## src/hdl/hsbi_pkg.sv

```systemverilog
package hsbi_pkg;
	localparam int WORD_W = 16;
	localparam int ADDR_W = 4;
	localparam int ID_W = 8;
	// host pin bundle layout, all pins pass one synchroniser
	localparam int PIN_W = 7;
	localparam int PIN_ADDR_LSB = 0;
	localparam int PIN_SEL_N = 4;
	localparam int PIN_STB_N = 5;
	localparam int PIN_DATA = 6;
	// idle level of the bundle: select and strobe high
	localparam logic [6:0] PIN_IDLE = 7'h30;
	localparam logic [7:0] ID_RST = 8'h00;
	localparam logic [15:0] WORD_RST = 16'h0000;
	localparam logic [1:0] RST_SYNC_RST = 2'h0;
	// write-word bits with a meaning inside the block
	localparam logic [3:0] BIT_IRQ_EN = 4'hD;
	localparam logic [3:0] BIT_IRQ_ACK = 4'hE;
	localparam logic [3:0] BIT_ID_SEL = 4'hF;
	// id switches answer on read addresses below this
	localparam logic [3:0] ID_ADDR_LIM = 4'h8;
	typedef enum logic [2:0] {
		HSBI_IDLE = 3'h1,
		HSBI_READ = 3'h2,
		HSBI_WRITE = 3'h4
	} hsbi_state_e;
endpackage : hsbi_pkg

```

## src/hdl/hsbi_top.sv

```systemverilog
`timescale 1ns/1ps
////////////////////////////////////////////////////////////////////////////
// How it works
// - four address lines pick one word bit
// - respond only while module select is low
// - capture serial-out bit at strobe rising edge
// - return data one bit on serial-in
// - interrupt output low only when service needed
// - io reset line resets whole block
// - combine host resets into one master reset
// - eight identity switch inputs form hex code
// - id code readable after host command
// - multiplex id code or status onto serial-in
module hsbi_top (
	input wire logic i_clock, // 50 MHz system clock
	input wire logic i_arst_n, // board reset, active low
	input wire logic i_io_reset_n, // host io reset pin
	input wire logic i_power_reset_n, // host power reset pin
	input wire logic i_bit_addr_line_a, // address msb
	input wire logic i_bit_addr_line_b, // address bit
	input wire logic i_bit_addr_line_c, // address bit
	input wire logic i_bit_addr_line_d, // address lsb
	input wire logic i_module_select_n, // module select pin
	input wire logic i_write_strobe_n, // store strobe pin
	input wire logic i_host_serial_out, // host to board data
	output logic o_host_serial_in, // board to host data
	output logic o_host_serial_in_oe, // high while driving serial-in
	output logic o_interrupt_request_n, // interrupt to host
	input wire logic [hsbi_pkg::ID_W-1:0] i_id_switch, // id switches
	input wire logic [hsbi_pkg::WORD_W-1:0] i_board_data, // status word
	input wire logic i_service_request, // board event pulse
	output logic [hsbi_pkg::WORD_W-1:0] o_host_word, // written bits
	output logic o_write_pulse, // one cycle per stored bit
	output logic [hsbi_pkg::ADDR_W-1:0] o_write_index, // stored bit index
	output logic o_master_reset_n // master reset for board logic
);
	import hsbi_pkg::*;

	function automatic logic rd_bit(input logic [3:0] a,
			input logic [15:0] dat, input logic [7:0] id,
			input logic id_sel);
		if (id_sel && (a < ID_ADDR_LIM)) begin
			rd_bit = id[a[2:0]];
		end else begin
			rd_bit = dat[a];
		end
	endfunction : rd_bit

	////////////////////////////////////////////////////////////////////////
	// reset: async assert, sync release
	logic comb_rst_n;
	logic [1:0] rst_r, rst_nxt;
	logic mrst_n;

	assign comb_rst_n = i_arst_n & i_io_reset_n & i_power_reset_n;

	always_comb begin
		rst_nxt = {rst_r[0], 1'b1};
	end

	always_ff @(posedge i_clock or negedge comb_rst_n) begin
		if (!comb_rst_n) begin
			rst_r <= RST_SYNC_RST;
		end else begin
			rst_r <= rst_nxt;
		end
	end

	assign mrst_n = rst_r[1];
	assign o_master_reset_n = mrst_n;

	////////////////////////////////////////////////////////////////////////
	// pin synchronisers
	logic [PIN_W-1:0] pin_s;
	logic [ID_W-1:0] id_s;
	logic [ADDR_W-1:0] addr_s;
	logic sel_n_s, stb_n_s, data_s;

	hsbi_pin_sync #(.W(PIN_W), .RST(PIN_IDLE)) u_pin_sync (
		.i_clock(i_clock),
		.i_rst_n(mrst_n),
		.i_pin({i_host_serial_out, i_write_strobe_n, i_module_select_n,
			i_bit_addr_line_a, i_bit_addr_line_b, i_bit_addr_line_c,
			i_bit_addr_line_d}),
		.o_stable(pin_s)
	);

	hsbi_pin_sync #(.W(ID_W), .RST(ID_RST)) u_id_sync (
		.i_clock(i_clock),
		.i_rst_n(mrst_n),
		.i_pin(i_id_switch),
		.o_stable(id_s)
	);

	assign addr_s = pin_s[PIN_ADDR_LSB +: ADDR_W];
	assign sel_n_s = pin_s[PIN_SEL_N];
	assign stb_n_s = pin_s[PIN_STB_N];
	assign data_s = pin_s[PIN_DATA];

	////////////////////////////////////////////////////////////////////////
	// access state machine and write capture
	hsbi_state_e state_r, state_nxt;
	logic [ADDR_W-1:0] cap_addr_r, cap_addr_nxt;
	logic cap_data_r, cap_data_nxt;
	logic [WORD_W-1:0] word_r, word_nxt;
	logic wr_pulse_r, wr_pulse_nxt;
	logic [ADDR_W-1:0] wr_idx_r, wr_idx_nxt;

	always_comb begin
		state_nxt = state_r;
		cap_addr_nxt = cap_addr_r;
		cap_data_nxt = cap_data_r;
		word_nxt = word_r;
		wr_pulse_nxt = 1'b0;
		wr_idx_nxt = wr_idx_r;
		case (state_r)
			HSBI_IDLE: begin
				// strobe edges here are for other modules
				if (!sel_n_s) begin
					state_nxt = stb_n_s ? HSBI_READ : HSBI_WRITE;
				end
			end
			HSBI_READ: begin
				if (sel_n_s) begin
					state_nxt = HSBI_IDLE;
				end else if (!stb_n_s) begin
					state_nxt = HSBI_WRITE;
				end
			end
			HSBI_WRITE: begin
				if (sel_n_s) begin
					// select dropped mid-write: abandon, store nothing
					state_nxt = HSBI_IDLE;
				end else if (stb_n_s) begin
					word_nxt[cap_addr_r] = cap_data_r;
					wr_pulse_nxt = 1'b1;
					wr_idx_nxt = cap_addr_r;
					state_nxt = HSBI_READ;
				end
			end
			default: begin
				state_nxt = HSBI_IDLE;
			end
		endcase
		// keep the last values seen while the strobe is low
		if (!sel_n_s && !stb_n_s) begin
			cap_addr_nxt = addr_s;
			cap_data_nxt = data_s;
		end
	end

	always_ff @(posedge i_clock or negedge mrst_n) begin
		if (!mrst_n) begin
			state_r <= HSBI_IDLE;
			cap_addr_r <= '0;
			cap_data_r <= 1'b0;
			word_r <= WORD_RST;
			wr_pulse_r <= 1'b0;
			wr_idx_r <= '0;
		end else begin
			state_r <= state_nxt;
			cap_addr_r <= cap_addr_nxt;
			cap_data_r <= cap_data_nxt;
			word_r <= word_nxt;
			wr_pulse_r <= wr_pulse_nxt;
			wr_idx_r <= wr_idx_nxt;
		end
	end

	assign o_host_word = word_r;
	assign o_write_pulse = wr_pulse_r;
	assign o_write_index = wr_idx_r;

	////////////////////////////////////////////////////////////////////////
	// serial-in return path and interrupt
	logic sin_r, sin_nxt, oe_r, oe_nxt;
	logic pend_r, pend_nxt, irq_n_r, irq_n_nxt;
	logic ack_wr;

	assign ack_wr = wr_pulse_nxt && (cap_addr_r == BIT_IRQ_ACK) && cap_data_r;

	always_comb begin
		sin_nxt = rd_bit(addr_s, i_board_data, id_s,
			word_r[BIT_ID_SEL]);
		oe_nxt = (state_nxt == HSBI_READ);
		// a new event in the ack cycle stays pending
		pend_nxt = i_service_request | (pend_r & ~ack_wr);
		irq_n_nxt = ~(pend_r & word_r[BIT_IRQ_EN]);
	end

	always_ff @(posedge i_clock or negedge mrst_n) begin
		if (!mrst_n) begin
			sin_r <= 1'b0;
			oe_r <= 1'b0;
			pend_r <= 1'b0;
			irq_n_r <= 1'b1;
		end else begin
			sin_r <= sin_nxt;
			oe_r <= oe_nxt;
			pend_r <= pend_nxt;
			irq_n_r <= irq_n_nxt;
		end
	end

	assign o_host_serial_in = sin_r;
	assign o_host_serial_in_oe = oe_r;
	assign o_interrupt_request_n = irq_n_r;
endmodule : hsbi_top

```

## src/hdl/hsbi_pin_sync.sv

```systemverilog
`timescale 1ns/1ps
module hsbi_pin_sync #(
	parameter int W = 7,
	parameter logic [W-1:0] RST = '0
) (
	input wire logic i_clock, // system clock
	input wire logic i_rst_n, // master reset, active low
	input wire logic [W-1:0] i_pin, // raw asynchronous pins
	output logic [W-1:0] o_stable // level once stages two and three agree
);
	logic [W-1:0] ff1_r, ff2_r, ff3_r, stable_r;
	logic [W-1:0] stable_nxt;

	// a bit moves only when the last two stages agree, filtering a glitch
	always_comb begin
		stable_nxt = (stable_r & (ff2_r ^ ff3_r)) | (ff3_r & ~(ff2_r ^ ff3_r));
	end

	always_ff @(posedge i_clock or negedge i_rst_n) begin
		if (!i_rst_n) begin
			ff1_r <= RST;
			ff2_r <= RST;
			ff3_r <= RST;
			stable_r <= RST;
		end else begin
			ff1_r <= i_pin;
			ff2_r <= ff1_r;
			ff3_r <= ff2_r;
			stable_r <= stable_nxt;
		end
	end

	assign o_stable = stable_r;
endmodule : hsbi_pin_sync

```

## config.mk

```make
export PLATFORM = sky130hd
export DESIGN_NAME = hsbi_top
export DESIGN_NICKNAME = d
export VERILOG_FILES = /design/src/hdl/hsbi_pkg.sv /design/src/hdl/hsbi_top.sv /design/src/hdl/hsbi_pin_sync.sv
export SDC_FILE = /design/constraint.sdc
export NUM_CORES = 1
export LEC_CHECK = 0
export ABC_AREA = 1
export BUFFER_PORTS_ARGS = -buffer_cell sky130_fd_sc_hd__buf_2
export CORE_MARGIN = 1
export CORE_UTILIZATION = 55
export CTS_CLUSTER_DIAMETER = 120
export DETAILED_ROUTE_END_ITERATION = 10
export PLACE_DENSITY = 0.79
export SYNTH_ARGS = -nofsm -noshare
export SYNTH_HDL_FRONTEND = slang
export SYNTH_SLANG_ARGS = --single-unit
export TNS_END_PERCENT = 5
```

## constraint.sdc

```tcl
create_clock -name i_clock -period 5.9 [get_ports i_clock]
set_input_delay 1.18 -clock i_clock [delete_from_list [all_inputs] [get_ports i_clock]]
set_output_delay 1.18 -clock i_clock [all_outputs]
set_load 0.05 [all_outputs]
```

Word-level counts from Yosys, hierarchy flattened
Cells that the tools add are included.
Operators by class
  reduce and logical (&&, ||, !) cells: 8
  order comparisons: 5
  equality and inequality tests: 5
  mux-type cells: 18
  bitwise gates (word level): 18
Operators with widths (count)
  2-to-1 mux 3 bit: 6
  bitwise AND 8 bit: 2
  bitwise mux 16 bit: 1
  bitwise AND 7 bit: 2
  < comparator 4 x 5 -> 1 bit (second input constant): 2
  case mux 3 bit (3 select lines): 1
  inverter 8 bit: 1
  bitwise OR 8 bit: 1
  XOR 8 bit: 1
  2-to-1 mux 1 bit: 7
  inverter 7 bit: 1
  bitwise OR 7 bit: 1
  XOR 7 bit: 1
  equality test 3 x 2 -> 1 bit (second input constant): 2
  logical AND 1 bit: 5
  bitwise AND 1 bit: 4
  binary-select mux 1 bit (select 4 bit): 1
  demux 1 bit (select 4 bit): 1
  equality test 4 bit (second input constant): 1
  >= comparator 4 x 1 -> 1 bit (second input constant): 1
  < comparator 3 x 4 -> 1 bit (second input constant): 1
  < comparator 4 bit (second input constant): 1
  binary-select mux 1 bit (select 3 bit): 1
  equality test 3 x 1 -> 1 bit (second input constant): 1
  other kinds (5): 8
Storage, ports and cells
  output and inout port bits: 25
  input port bits: 36
  register bits: 95
  word-level logic and storage cells: 73

Depth between registers and ports, before layout
  word-level depth: 8
  mapped depth: 10
  mapped depth without buffers: 9

Cells and area by module
A second synthesis with hierarchy kept.
Unflattened totals
  cell total of the unflattened synthesis: 322
  area total of the unflattened synthesis: 3364.5 um2
Modules (own cells, without submodules)
  hsbi_top: times used 1, sequential area each 878.3 um2, cells an instance 202, area each 1609.0 um2
  hsbi_pin_sync at u_id_sync: times used 1, sequential area each 800.8 um2, cells an instance 64, area each 930.9 um2
  hsbi_pin_sync at u_pin_sync: times used 1, sequential area each 710.7 um2, cells an instance 56, area each 824.5 um2

Worst setup path after synthesis
Ideal clock, no wire load.
  kind: flip-flop to output port
  from: register rst_r[1]
  to: output port o_master_reset_n
  slack: 2.136 ns
  buffers on the path: 0
  stages on the path, launching flop included: 1
  data required time: 4.720 ns
  arrival time: 2.584 ns
  cell sequence: dfrtp_1
RTL lines
  from (decl): RTL line hsbi_top.sv:52  | logic [1:0] rst_r, rst_nxt;
  from (signal assigned): RTL line hsbi_top.sv:65  | rst_r <= rst_nxt;
  to (decl): RTL line hsbi_top.sv:35  | output logic o_master_reset_n
No word-level cell between the ends.

Final worst setup path
  from: register rst_r[1]
  to: output port o_master_reset_n
No word-level cell between the ends.

==> parameters.txt <==
Parameter                              Value

Run status
  Run status ... completed

GRT
  Global-route wire length before repair ... 9.26 mm
  Met2 global-route usage ... 31.5%
  GRT busiest layer ... met2
  Aggregate global-route resource usage ... 19.9%
  Antenna violations before repair ... 0
  Met3 track utilization from global routing ... 5.94%
  GR Util met1 ... 25.2%
  Maximum number of pins on one net before global-route repair ... 64
  GRT Residual Overflow ... 0
  Number of global-route vias before repair ... 2,067

Yosys
  Number of distinct standard cells referenced by the synthesized netlist ... 22
  Cells after synthesis ... 282
  Synthesis-stage register bit count ... 95
  Most area-consuming cells after synthesis ... sky130_fd_sc_hd__dfrtp_1 64%, sky130_fd_sc_hd__dfstp_2 7.9%, sky130_fd_sc_hd__nand2_1 7.8%
  Post-Synthesis Net Count ... 318
  Share of synthesized area occupied by flip-flops and latches ... 72.3%
  Cell area after synthesis ... 0.00331 sq mm
  Synthesis Warnings ... 0
  Mean area per synthesized cell ... 11.7 sq um
  Top-area cell type share of the netlist area ... 64.3%
  Synth area leader ... sky130_fd_sc_hd__dfrtp_1

Placed design
  Post-place setup slack ... 3.67 ns
  Hpwl dp ... 3.58 mm
  Port-buffer cells ... 60
  Instance area at placement ... 0.00368 sq mm
  Number of placed cells counting well taps ... 410
  Final weighted congestion of routability-driven global placement ... 0.798

Critical path
  Crit start category ... flip-flop
  Worst path max stage delay ... 0.71 ns
  Setup crit end kind ... output pin
  Top Family by Delay on Critical Path ... flip-flops
  CP max FO ... 32
  Required arrival time at the worst endpoint ... 4.72 ns
  CP Cell Sequence ... buf_2
  Register-to-Register Setup Slack ... 4.30 ns
  Slowest CP cell ... sky130_fd_sc_hd__dfrtp_4
  Crit path buf inv count ... 1
  RR Endpoint ... o_host_serial_in
  Arrival time worst endpoint ... 1.41 ns
  Worst-case reg-to-reg path depth ... 9
  Critical setup path kind ... flip-flop to output pin

STA
  Final setup vio count ... 0
  Final slew viol count ... 0
  Smallest hold slack ... 0.273 ns
  Final setup skew ... 0.00748 ns
  Final Hold Fails ... 0
  Aggregate negative setup slack ... 0 ns
  Unrepaired setup endpoints after global routing ... no
  Achievable clock frequency ... 0.386 GHz
  Slew @ Worst Pin ... 0.742 ns
  Final cycle utilization of the critical path ... 43.9%
  Final min period ... 2.59 ns
  Slack of the critical path ... 3.31 ns
  Slew Limit Headroom ... 50.5%

Pwr
  Sw Share ... 31.0%
  IR Drop Worst-Case VDD ... 221 uV
  Pwr/cell area ... 365 mW/mm^2
  Combinational share of power ... 16.0%
  Clock network fraction of design power ... 30.1%
  Psw ... 439 uW
  Part of the total power dissipated in sequential elements ... 53.8%
  Static Leak ... 0.00191 uW
  Cell internal power dissipation ... 978 uW

Cells and area
  Post-layout net count ... 385
  Final cell area excluding filler cells ... 0.00388 sq mm
  Non-filler instance count after layout ... 426
  Share of cells above drive strength 1 ... 26.8%
  Antenna diode count ... 0
  Area delta synth->final ... 17.4%

Clock tree
  # hold bufs at CTS ... 0
  # resized after CTS ... 0
  Clock tree from TritonCTS ... built
  Number of clock sinks seen by CTS ... 95
  Total CTS buffers ... 9
  Clock slew at reported path FFs ... 0.09 ns
  Clock network latency to the later pin of the worst-skew pair ... 0.35 ns
  Post-CTS Setup Bufs ... 0
  Count of H-tree levels built during CTS ... 3
  Maximum count of clock buffers along a single path ... 2
  Clock root buffer ... sky130_fd_sc_hd__clkbuf_8

Detailed routing
  Total wirelength of the detailed-routed design ... 5.34 mm
  Mean number of vias per cell ... 5.03
  Drt wl/cell ... 12.5 microns
  ANT nets after route ... 0
  1st-iter DRT viols ... 129
  Number of vias in the routed layout ... 2,142
  Number of detailed-routing iterations run before antenna repair ... 4
  DRC Markers ... 0

Die
  IO Pins ... 61
  Initial core utilization ... 58.6%
  Overall die height ... 79.5 microns
  Core Box Area ... 0.00564 sq mm
  Full die area ... 0.00632 sq mm
  Cell Rows ... 27
  Die extent in x ... 79.5 microns

Job
  Number of violations of the max-capacitance limit ... 0

Hold path
  Class of the tightest hold or removal check ... flip-flop to async pin
[synth_stat cells]
master                     instances
sky130_fd_sc_hd__dfrtp_1          85
sky130_fd_sc_hd__nand2_1          69
sky130_fd_sc_hd__nand3_1          25
sky130_fd_sc_hd__inv_1            20
sky130_fd_sc_hd__nor2_1           17
sky130_fd_sc_hd__maj3_1           15
sky130_fd_sc_hd__o21ai_0          15
sky130_fd_sc_hd__dfstp_2          10
sky130_fd_sc_hd__o21ai_1           6
sky130_fd_sc_hd__buf_2             3
sky130_fd_sc_hd__nor2_2            3
sky130_fd_sc_hd__o21a_1            3
sky130_fd_sc_hd__nand2_2           2
sky130_fd_sc_hd__a21o_1            1
sky130_fd_sc_hd__a21oi_1           1
sky130_fd_sc_hd__and3_1            1
sky130_fd_sc_hd__buf_6             1
sky130_fd_sc_hd__clkbuf_1          1
sky130_fd_sc_hd__conb_1            1
sky130_fd_sc_hd__inv_2             1
sky130_fd_sc_hd__nor2_8            1
sky130_fd_sc_hd__nor3b_1           1
[per-layer routing]
metal / part of all wire, % / up-vias
met1: 46 / 1038
met5: 0 / -
met3: 4.1 / 7
met4: 1.6 / 0
li1: - / 1038
met2: 48 / 59
[worst max path at each step]
| stage | slack [ns] | cells past startpoint | end | startpoint |
|---|---|---|---|---|
| 6_report | 3.31 | 1 | o_master_reset_n | rst_r[1] |
| 5_1_grt | 3.20 | 1 | o_master_reset_n | rst_r[1] |
| 4_1_cts | 3.26 | 1 | o_master_reset_n | rst_r[1] |
| 3_5_place_dp | 3.67 | 1 | o_master_reset_n | rst_r[1] |
| 3_3_place_gp | 3.69 | 1 | o_master_reset_n | rst_r[1] |
| 2_1_floorplan | 2.14 | 0 | o_master_reset_n | rst_r[1] |
[layout by cell type, fill, tap and decap left out, drive strengths merged, types with 2 or more instances in the layout]
master    count
buf          61
inv          23
clkbuf        9
o21ai        21
clkinv        2
dfrtp        85
nand2        71
nor2         21
clkinvlp      2
o21a          3
maj3         15
dfstp        10
nand3        25
[cells by family (layout without fill, tap and decap cells)]
logic type	Yosys count	count (layout)	share of synthesized area (%)
compound gates	26	26	4.24
fa+ha+maj	15	15	4.54
buf+inv	26	98	3.29
flops	95	95	72.3
other cells	1	1	0.113
simple gates	119	119	15.5
[per-stage QoR]
step           total power [uW]  utilization (%)
3_3_place_gp                995             65.2
2_1_floorplan               938                -
4_1_cts                    1430             68.8
6_report                   1420             68.8
3_5_place_dp               1000             65.2
5_1_grt                    1480             68.8
[power by group through the flow]
stage / Sequential (uW) / Clock (uW) / Combinational, uW
final: 763 / 427 / 227
after global routing: 771 / 462 / 252
after floorplan: 847 / 0 / 90.4
after detailed placement: 775 / 0 / 228
after CTS: 763 / 436 / 229
after global placement: 772 / 0 / 223
[area by class of cell]
cell class | instances | area, sq um
inverter | 21 | 78.8
timing repair buffer | 61 | 308
fill | 428 | 1760
tap | 72 | 90.1
clock buffer | 9 | 124
clock inverter | 7 | 80.1
sequential | 95 | 2390
multi-input combinational | 161 | 807
(Power assumes the default switching activity.)
